--- config.mk ---
export PLATFORM = sky130hd
export DESIGN_NAME = motor_algo_debug_override_regs
export DESIGN_NICKNAME = d
export VERILOG_FILES = /design/src/verilog/motor_algo_debug_override_regs.v
export VERILOG_INCLUDE_DIRS = /design/src /design/src/verilog
export SDC_FILE = /design/constraint.sdc
export NUM_CORES = 1
export LEC_CHECK = 0
export ABC_CLOCK_PERIOD_IN_PS = 2500
export BUFFER_PORTS_ARGS = -buffer_cell sky130_fd_sc_hd__buf_4
export CORE_MARGIN = 10
export CORE_UTILIZATION = 35
export DETAILED_ROUTE_END_ITERATION = 10
export SETUP_SLACK_MARGIN = 0.3
export SLEW_MARGIN = 25
export SYNTH_ARGS = -nofsm -noshare
export SYNTH_HDL_FRONTEND = slang
export SYNTH_SLANG_ARGS = --single-unit
export TNS_END_PERCENT = 30
--- constraint.sdc ---
create_clock -name clk_in -period 2.5 [get_ports clk_in]
set_input_delay 0.125 -clock clk_in [delete_from_list [all_inputs] [get_ports clk_in]]
set_output_delay 0.125 -clock clk_in [all_outputs]
set_load 0.02 [all_outputs]
--- src/verilog/algo_override_map.vh ---
// Register offsets, field positions, reset values and scaling constants of the override registers.
// Functional notes
// - Override bit 31 set selects the digital speed value as speed command.
// - Override bit clear selects the analog, PWM or frequency speed input.
// - Bits 30-16 hold the digital speed value used while override is set.
// - Bit 15 set commutates open loop; clear runs the closed loop.
// - Bit 14 holds the align state when startup is align or double align.
// - Bit 13 holds the slow-first-cycle state when that startup is chosen.
// - Bit 12 holds the position detect state when that startup is chosen.
// - Bit 11 holds the spin detect state when spin detect is enabled.
// - Bit 10 picks configured align angle (0) or forced align angle (1).
// - Bits 9-0 give torque current reference while speed regulator is off.
// - Forced align angle is a 9-bit degree value applied modulo 360.
// - Current regulator off bit disables current and speed loops.
// - Writing one to the measurement start bit launches parameter measurement.
`ifndef ALGO_OVERRIDE_MAP_VH
`define ALGO_OVERRIDE_MAP_VH
`define SPEED_STARTUP_OVR_ADDR 8'hEC
`define VOLT_MEAS_OVR_ADDR 8'hEE
`define OVR_RESET 32'h00000000
`define SPD_OVERRIDE_BIT 31
`define SPD_DIGITAL_MSB 30
`define SPD_DIGITAL_LSB 16
`define OPEN_LOOP_BIT 15
`define HOLD_ALIGN_BIT 14
`define HOLD_SLOW_CYCLE_BIT 13
`define HOLD_POS_DETECT_BIT 12
`define HOLD_SPIN_DETECT_BIT 11
`define ALIGN_SRC_BIT 10
`define IQ_REF_MSB 9
`define IQ_REF_LSB 0
`define CUR_REG_OFF_BIT 26
`define VD_MSB 25
`define VD_LSB 16
`define VQ_MSB 15
`define VQ_LSB 6
`define MEAS_START_BIT 5
`define MEAS_R_BIT 4
`define MEAS_L_BIT 3
`define MEAS_KE_BIT 2
`define MEAS_MECH_BIT 1
`define MEAS_SHADOW_BIT 0
`define REF_POS_LIMIT 10'h1F4
`define REF_NEG_BASE 10'h200
`define IQ_SCALE 14'h000A
`define ANGLE_WRAP 9'h168
`define STARTUP_ALIGN 2'h0
`define STARTUP_DOUBLE_ALIGN 2'h1
`define STARTUP_POS_DETECT 2'h2
`define STARTUP_SLOW_CYCLE 2'h3
`endif

--- src/verilog/motor_algo_debug_override_regs.v ---
// Debug override register bank steering speed source, loop enables and startup holds.
`timescale 1ns/1ps
`include "algo_override_map.vh"
module motor_algo_debug_override_regs (
    input wire clk_in,
    input wire rst_in,
    input wire wr_en_in,
    input wire [7:0] wr_addr_in,
    input wire [31:0] wr_data_in,
    input wire [14:0] analog_speed_in,
    input wire [1:0] startup_method_in,
    input wire spin_detect_enable_in,
    input wire [8:0] config_align_angle_in,
    input wire [8:0] forced_align_angle_in,
    output reg [14:0] speed_cmd_out,
    output reg open_loop_select_out,
    output reg hold_align_state_out,
    output reg hold_slow_cycle_state_out,
    output reg hold_position_detect_state_out,
    output reg hold_spin_detect_state_out,
    output reg [8:0] align_angle_out,
    output reg speed_regulator_off_out,
    output reg current_regulator_off_out,
    output reg signed [13:0] iq_ref_scaled_out,
    output reg [9:0] vd_ref_code_out,
    output reg [9:0] vq_ref_code_out,
    output reg [4:0] measure_select_out,
    output reg param_measure_start_out
);
    // =========================================================
    // Register storage
    // =========================================================
    reg [31:0] speed_and_startup_override_reg;
    reg [31:0] voltage_and_measurement_override_reg;
    wire wr_speed = wr_en_in && (wr_addr_in == `SPEED_STARTUP_OVR_ADDR);
    wire wr_volt = wr_en_in && (wr_addr_in == `VOLT_MEAS_OVR_ADDR);

    always @(posedge clk_in) begin
        if (rst_in) begin
            speed_and_startup_override_reg <= `OVR_RESET;
            voltage_and_measurement_override_reg <= `OVR_RESET;
        end else begin
            if (wr_speed) begin
                speed_and_startup_override_reg <= wr_data_in;
            end
            if (wr_volt) begin
                voltage_and_measurement_override_reg <= wr_data_in;
            end
        end
    end

    // =========================================================
    // Derived controls
    // =========================================================
    wire [31:0] s = speed_and_startup_override_reg;
    wire [31:0] v = voltage_and_measurement_override_reg;
    wire [9:0] iq_code = s[`IQ_REF_MSB:`IQ_REF_LSB];
    wire cur_off = v[`CUR_REG_OFF_BIT];
    // A dedicated speed-regulator-off bit is not in this bank; the current
    // regulator off bit implies it, so the torque reference follows from it.
    wire spd_off = cur_off;
    wire method_align = (startup_method_in == `STARTUP_ALIGN) ||
        (startup_method_in == `STARTUP_DOUBLE_ALIGN);
    wire [8:0] raw_angle = s[`ALIGN_SRC_BIT] ? forced_align_angle_in :
        config_align_angle_in;
    // Nine bits reach 511, so one subtraction wraps any value below 720.
    wire [8:0] wrapped_angle = (raw_angle >= `ANGLE_WRAP) ?
        (raw_angle - `ANGLE_WRAP) : raw_angle;
    // The scaled reference stays in raw code units times ten; the divide by
    // 500 is left to the consumer to avoid a divider here.
    reg signed [13:0] iq_next;
    always @* begin
        iq_next = 14'h0000;
        if (iq_code < `REF_POS_LIMIT) begin
            iq_next = $signed({4'h0, iq_code}) * $signed(`IQ_SCALE);
        end else if (iq_code > `REF_NEG_BASE) begin
            iq_next = -($signed({4'h0, iq_code - `REF_NEG_BASE}) *
                $signed(`IQ_SCALE));
        end
    end

    // =========================================================
    // Registered outputs
    // =========================================================
    always @(posedge clk_in) begin
        if (rst_in) begin
            speed_cmd_out <= 15'h0000;
            open_loop_select_out <= 1'b0;
            hold_align_state_out <= 1'b0;
            hold_slow_cycle_state_out <= 1'b0;
            hold_position_detect_state_out <= 1'b0;
            hold_spin_detect_state_out <= 1'b0;
            align_angle_out <= 9'h000;
            speed_regulator_off_out <= 1'b0;
            current_regulator_off_out <= 1'b0;
            iq_ref_scaled_out <= 14'h0000;
            vd_ref_code_out <= 10'h000;
            vq_ref_code_out <= 10'h000;
            measure_select_out <= 5'h00;
            param_measure_start_out <= 1'b0;
        end else begin
            if (s[`SPD_OVERRIDE_BIT]) begin
                speed_cmd_out <= s[`SPD_DIGITAL_MSB:`SPD_DIGITAL_LSB];
            end else begin
                speed_cmd_out <= analog_speed_in;
            end
            open_loop_select_out <= s[`OPEN_LOOP_BIT];
            hold_align_state_out <= s[`HOLD_ALIGN_BIT] && method_align;
            hold_slow_cycle_state_out <= s[`HOLD_SLOW_CYCLE_BIT] &&
                (startup_method_in == `STARTUP_SLOW_CYCLE);
            hold_position_detect_state_out <= s[`HOLD_POS_DETECT_BIT] &&
                (startup_method_in == `STARTUP_POS_DETECT);
            hold_spin_detect_state_out <= s[`HOLD_SPIN_DETECT_BIT] &&
                spin_detect_enable_in;
            align_angle_out <= wrapped_angle;
            speed_regulator_off_out <= spd_off;
            current_regulator_off_out <= cur_off;
            iq_ref_scaled_out <= spd_off ? iq_next : 14'h0000;
            vd_ref_code_out <= cur_off ? v[`VD_MSB:`VD_LSB] : 10'h000;
            vq_ref_code_out <= cur_off ? v[`VQ_MSB:`VQ_LSB] : 10'h000;
            measure_select_out <= v[`MEAS_R_BIT:`MEAS_SHADOW_BIT];
            // One pulse per write carrying the start bit; a held bit does not relaunch.
            param_measure_start_out <= wr_volt && wr_data_in[`MEAS_START_BIT];
        end
    end
endmodule // motor_algo_debug_override_regs

# After elaboration in Yosys (flattened, before gate mapping)
# Index checks and enable logic that the tools add are counted.
[classes]
add_sub_neg = 3
n_mul = 2
order_cmp = 3
n_eq_ne = 5
mux = 5
n_bitwise = 2
n_reduce_logical = 11
[ops]
columns = ["op", "count"]
rows = [
  ["14-bit 2-to-1 mux", 2],
  ["10-bit by 3-bit multiplier with 13-bit output, second input constant", 2],
  ["9-bit 2-to-1 mux", 2],
  ["8-bit == test, second input constant", 2],
  ["15-bit 2-to-1 mux", 1],
  ["14-bit negation", 1],
  ["10-bit greater-than comparator, second input constant", 1],
  ["10-bit by 9-bit < comparator with 1-bit output, second input constant", 1],
  ["10-bit subtractor, second input constant", 1],
  ["9-bit greater-or-equal comparator, second input constant", 1],
  ["9-bit subtractor, second input constant", 1],
  ["1-bit logical AND", 7],
  ["2-bit == test, second input constant", 2],
  ["4-bit OR reduction", 1],
  ["2-bit by 1-bit == test with 1-bit output, second input constant", 1],
  ["2-bit zero test", 1],
  ["1-bit inverter", 2],
  ["2-bit OR reduction", 1],
  ["1-bit logical OR", 1],
]
[totals]
register_bits = 129
in_bits = 79
output_inout_bits = 71
elab_cells = 47

# Depth between registers and ports, before layout
[depth]
depth_word = 5
ltp_mapped = 9
depth_no_buf = 9

# Worst setup path after synthesis
# No wires, ideal clock.
[synth_timing]
kind = "reg2reg"
startpoint = "register speed_and_startup_override_reg[1] (netlist: s[1])"
endpoint = "register iq_ref_scaled_out[11]"
setup_ns = 0.117
arrival_ns = 2.591
required_ns = 2.383
path_slack_ns = -0.207
stages_incl_launch_ff = 10
path_buffers = 0
period_less_slack_ns = 2.707
cell_sequence = "dfxtp_1 -> ha_1 -> ha_1 -> fa_1 -> a21o_1 -> a221oi_4 -> xnor2_1 -> nor4b_1 -> xnor2_1 -> a22o_1"
[synth_via]
elab_chain_len = 5
[synth_rtl]
columns = ["item", "line_no", "source"]
rows = [
  ["start: declaration", "motor_algo_debug_override_regs.v:33", "reg [31:0] speed_and_startup_override_reg;"],
  ["start signal: assignment", "motor_algo_debug_override_regs.v:40", "speed_and_startup_override_reg <= `OVR_RESET;"],
  ["start signal: assignment", "motor_algo_debug_override_regs.v:44", "speed_and_startup_override_reg <= wr_data_in;"],
  ["10-bit subtractor (no source line)", "--", ""],
  ["10-bit by 3-bit multiplier with 13-bit output", "motor_algo_debug_override_regs.v:77", "iq_next = -($signed({4'h0, iq_code - `REF_NEG_BASE}) *"],
  ["14-bit negation", "motor_algo_debug_override_regs.v:77", ""],
  ["14-bit 2-to-1 mux", "motor_algo_debug_override_regs.v:76", "end else if (iq_code > `REF_NEG_BASE) begin"],
  ["14-bit 2-to-1 mux *", "motor_algo_debug_override_regs.v:74", "if (iq_code < `REF_POS_LIMIT) begin"],
  ["end signal: assignment", "motor_algo_debug_override_regs.v:118", "iq_ref_scaled_out <= spd_off ? iq_next : 14'h0000;"],
  ["end: declaration", "motor_algo_debug_override_regs.v:24", "output reg signed [13:0] iq_ref_scaled_out,"],
]
# Mark *: on every way between the ends. The rest lies on a longest branch, timed or not.
# A chain may end at the register's enable or synchronous reset.

# Worst setup path after layout
[layout_timing]
startpoint = "register speed_and_startup_override_reg[3] (netlist: s[3])"
endpoint = "register iq_ref_scaled_out[12]"
# Same word-level chain as after synthesis.

==> results list <==
- Initial standard-cell utilization of the core: 0.358
- Number of placed I/O pins: 150
* Total gr overflow: 0
- GRT Resource Usage Total: 0.151
- Clock tree from TritonCTS: built
- Data on the critical path is required at its endpoint by 2850 ps.
- Entering global routing, the biggest net connects 63 pins.
- Slack of the critical path: -53.6 ps
* Number of global-route vias before repair: about 4,700
- Number of warnings issued by yosys: 0
* Area growth syn-to-layout: 55.2%
* Layout Nets: approximately 880
- Via Count: 4,649
* Critical path's top delay family: simple AND/OR/NAND/NOR gates
- The critical path goes through ha_4 -> ha_4 -> fa_2 -> xor2_1 -> or3_1 -> or3_1 -> a2111o_1 -> o211ai_2.
- Netlist cell types: 58
* Max-cap violations: 0
- Top FF cell, synth: sky130_fd_sc_hd__dfxtp_1
- Syn Nets: 652
- Highest clock frequency the design can meet: 392 MHz
- The filler cells instantiated in the layout total approximately 1,300.
* Detailed Route Iter0 Violations: 234
* Buffers & Inverters on Critical Path: 0
- Maximum resistive drop on vdd: 0.525 mV
- Sw Ratio: 0.217
- Net switching power figure: between 1 and 1.5 mW
* Root buffer selected by CTS: sky130_fd_sc_hd__clkbuf_16
- Input and output buffers added on the ports amount to roughly 150.
- The tree built by TritonCTS fans out to 127 sinks.
- Pin slew with the least headroom to its limit: 959 ps
- Share of power burned in combinational logic: 0.068
- Violations in the final reports: negative setup slack
- Crit-path max FO: 3
- Estimated wirelength of the detail-placed design: 11,000 µm
* Detailed-route vias per instance: between 4 and 5
* Class of the most critical setup path: reg -> reg
* Sequential share of power: 0.412
* Clock buffer count from CTS: 17
- Die Wd: 142 µm
- Fraction of layout instances using a drive strength above 1: 0.327
- The number of antenna violations at the first check in global routing was 0.
- Total Power Consumption: 4.98 mW
- Of the synthesized area, sequential elements account for 0.488.
- The worst path in the final design needs a cycle of ~2600 ps, including I/O delays and setup.
* Biggest area contributors in the synthesized netlist: sky130_fd_sc_hd__dfxtp_1 49%, sky130_fd_sc_hd__mux2i_1 9.2%, sky130_fd_sc_hd__nand2_1 5.5%
- Portion of synthesized cell area occupied by the leading cell type: 0.488
- In this run, synthesis inferred 0 flip-flops with an integrated enable.
- The number of hold violations in the final report came to 0.
* Worst Skew: 7.48 ps
- Clock network fraction of design power: 0.519
- Data arrival time of the critical path: roughly 2900 ps
* Avg Synthesized Cell Area: 9.45 µm²
- For the worst-skew pair, the clock arrives at the later sink with an insertion delay of 420 ps.
- Count of standard-cell rows: between 40 and 50
- Critical Path Max Stage Delay: 410 ps
* Height of the die: 142 µm
* Top-count cell post-synth: sky130_fd_sc_hd__dfxtp_1
- Summing all placed instances gives a cell area of approximately 6700 µm².
- In this run the number of H-tree levels came out at 4.
- First-pass GRT wire length: approximately 25,000 µm
- Routed length per placed instance: 15.7 µm
- Slew Limit Headroom: 0.360
- DRC violations left: 0
- Global placer's final weighted congestion: 0.825
- Most frequent cells after synthesis: 127 x sky130_fd_sc_hd__dfxtp_1, 76 x sky130_fd_sc_hd__nand2_1, 63 x sky130_fd_sc_hd__nor2_1
- Summing all non-filler instances in the final layout gives an area of 8080 µm².
- Total count of max-transition violations in the final report: 0
* Library cell occupying the most area in the post-synthesis netlist: sky130_fd_sc_hd__dfxtp_1
- Worst hold path class: in -> reg
- For this design the static power due to leakage is about 3.7 nW.
* Area of the mapped netlist: 5210 µm²
- Setup repair after global routing could not meet its margin everywhere.
- Post-Synthesis Cells: around 550
* Critical Path Start Type: flip-flop
- Pwr Density: 617 nW/µm²
* WL final: 15,400 µm
* Slowest stage cell, crit path: sky130_fd_sc_hd__or3_1
* Flip-flop and latch count after synthesis: 127
* Async SR Flop Fraction: 0
- In the finished design, the share of the clock period the worst path needs comes to 1.02.
- The first TritonRoute pass finished after 5 iterations.
- Worst setup EP type: flip-flop
* Result of the run: finished, violations left
* Number of nets still failing antenna checks after routing: 0
- Internal power comes to slightly below 4 mW.
* Floorplan core area: 14,500 µm²
- The die covers ~20,000 µm².
- Counting along the longest clock path gives a buffer depth of 2.
- CTS clk-pin slew, worst paths: about 60 ps
* Number of setup violations in the final report: 2
-- metrics by stage --
| stage | util | TNS [ps] | setup WS (ps) | std cells | hold WS [ps] |
|---|---|---|---|---|---|
| floorplan | - | -72.8 | -72.8 | 551 | 201 |
| global placement | 0.463 | -210 | -115 | 887 | 299 |
| detailed placement | 0.463 | -212 | -124 | 887 | 303 |
| CTS | 0.552 | -84.6 | -57.1 | 978 | 45.9 |
| global route | 0.556 | -469 | -153 | 979 | 64.8 |
| finish | 0.556 | -85.5 | -53.6 | 980 | 67.3 |
-- final cells by class --
class / count / area, µm² / area share
multi-input combinational: 386 / 2680 / 0.332
sequential: 127 / 2550 / 0.316
timing repair buffer: 241 / 1960 / 0.242
clock buffer: 21 / 470 / 0.0582
tap: 184 / 230 / 0.0285
clock inverter: 11 / 154 / 0.0190
inverter: 9 / 33.8 / 0.00418
antenna: 1 / 2.50 / 0.000310
-- state kept, by name, indices dropped and copies added, names as in the netlist, 5 cells and up --
register            flops
measure_select_out      5
v                      26
vq_ref_code_out        10
iq_ref_scaled_out      13
s                      32
align_angle_out         9
speed_cmd_out          15
vd_ref_code_out        10
-- power groups by stage --
stage	sequential [mW]	clock, mW	combinational, mW
finish	2.05	2.59	0.340
global route	2.06	2.74	0.368
CTS	2.05	2.64	0.339
detailed placement	2.10	0	0.265
global placement	2.10	0	0.262
floorplan	2.13	0	0.0733
-- per-layer routing --
layer | up-vias | routed length (µm) | GRT usage
met3 | 17 | 1090 | 0.0581
met5 | - | 0 | 0
met2 | 125 | 7460 | 0.244
met4 | 0 | 271 | 0.0629
li1 | 2346 | - | -
met1 | 2161 | 6540 | 0.175
-- cell usage in the layout, fill, tap and decap left out, types with 4 or more instances in the layout --
master	synthesis	layout
sky130_fd_sc_hd__a21oi_1	43	39
sky130_fd_sc_hd__xnor2_1	6	5
sky130_fd_sc_hd__inv_1	9	9
sky130_fd_sc_hd__mux2i_1	48	47
sky130_fd_sc_hd__dfxtp_2	0	5
sky130_fd_sc_hd__a21oi_2	0	4
sky130_fd_sc_hd__a21o_1	7	7
sky130_fd_sc_hd__o21ai_0	9	7
sky130_fd_sc_hd__nor3_1	6	5
sky130_fd_sc_hd__dlygate4sd3_1	0	57
sky130_fd_sc_hd__nor2b_1	8	7
sky130_fd_sc_hd__nand2_1	76	74
sky130_fd_sc_hd__nor3b_1	5	5
sky130_fd_sc_hd__clkbuf_16	0	17
sky130_fd_sc_hd__xor2_1	6	6
sky130_fd_sc_hd__buf_4	3	183
sky130_fd_sc_hd__nand3_1	5	5
sky130_fd_sc_hd__and2_1	21	21
sky130_fd_sc_hd__dfxtp_1	127	121
sky130_fd_sc_hd__nor2_1	63	63
sky130_fd_sc_hd__ha_4	0	5
sky130_fd_sc_hd__ha_1	21	15
-- timing repair --
action	CTS	global route
hold endpoints to repair	79	0
pin swaps	8	5
buffers inserted	2	1
resized for setup	17	9
cloned	0	0
hold buffers	57	0
setup endpoints to repair	8	12
-- tightest hold or removal path, stage by stage --
cell	delay, ps
sky130_fd_sc_hd__buf_4	100
sky130_fd_sc_hd__mux2i_1	70
sky130_fd_sc_hd__nand2b_1	80
sky130_fd_sc_hd__o31ai_1	60
-- final timing paths --
| kind | depth (start not counted) | start | end | slack, ps |
|---|---|---|---|---|
| setup reg to reg | 8 | s[3] | iq_ref_scaled_out[12] | -50 |
| hold reg to reg | 2 | s[11] | hold_spin_detect_state_out | 440 |
| setup / recovery | 8 | s[3] | iq_ref_scaled_out[12] | -50 |
| hold / removal | 4 | config_align_angle_in[7] | align_angle_out[7] | 70 |
-- cells by family (layout without fill, tap and decap cells) --
kind of cell | count (synthesis) | after routing | share of synthesized area
compound gates | 87 | 87 | 0.111
xor+xnor | 12 | 12 | 0.0202
fa+ha+maj | 22 | 22 | 0.0543
buf+inv | 38 | 282 | 0.0300
flops | 127 | 127 | 0.488
mux | 51 | 51 | 0.0993
other cells | 1 | 2 | 0.000720
simple gates | 213 | 213 | 0.197
(Power assumes the default switching activity.)
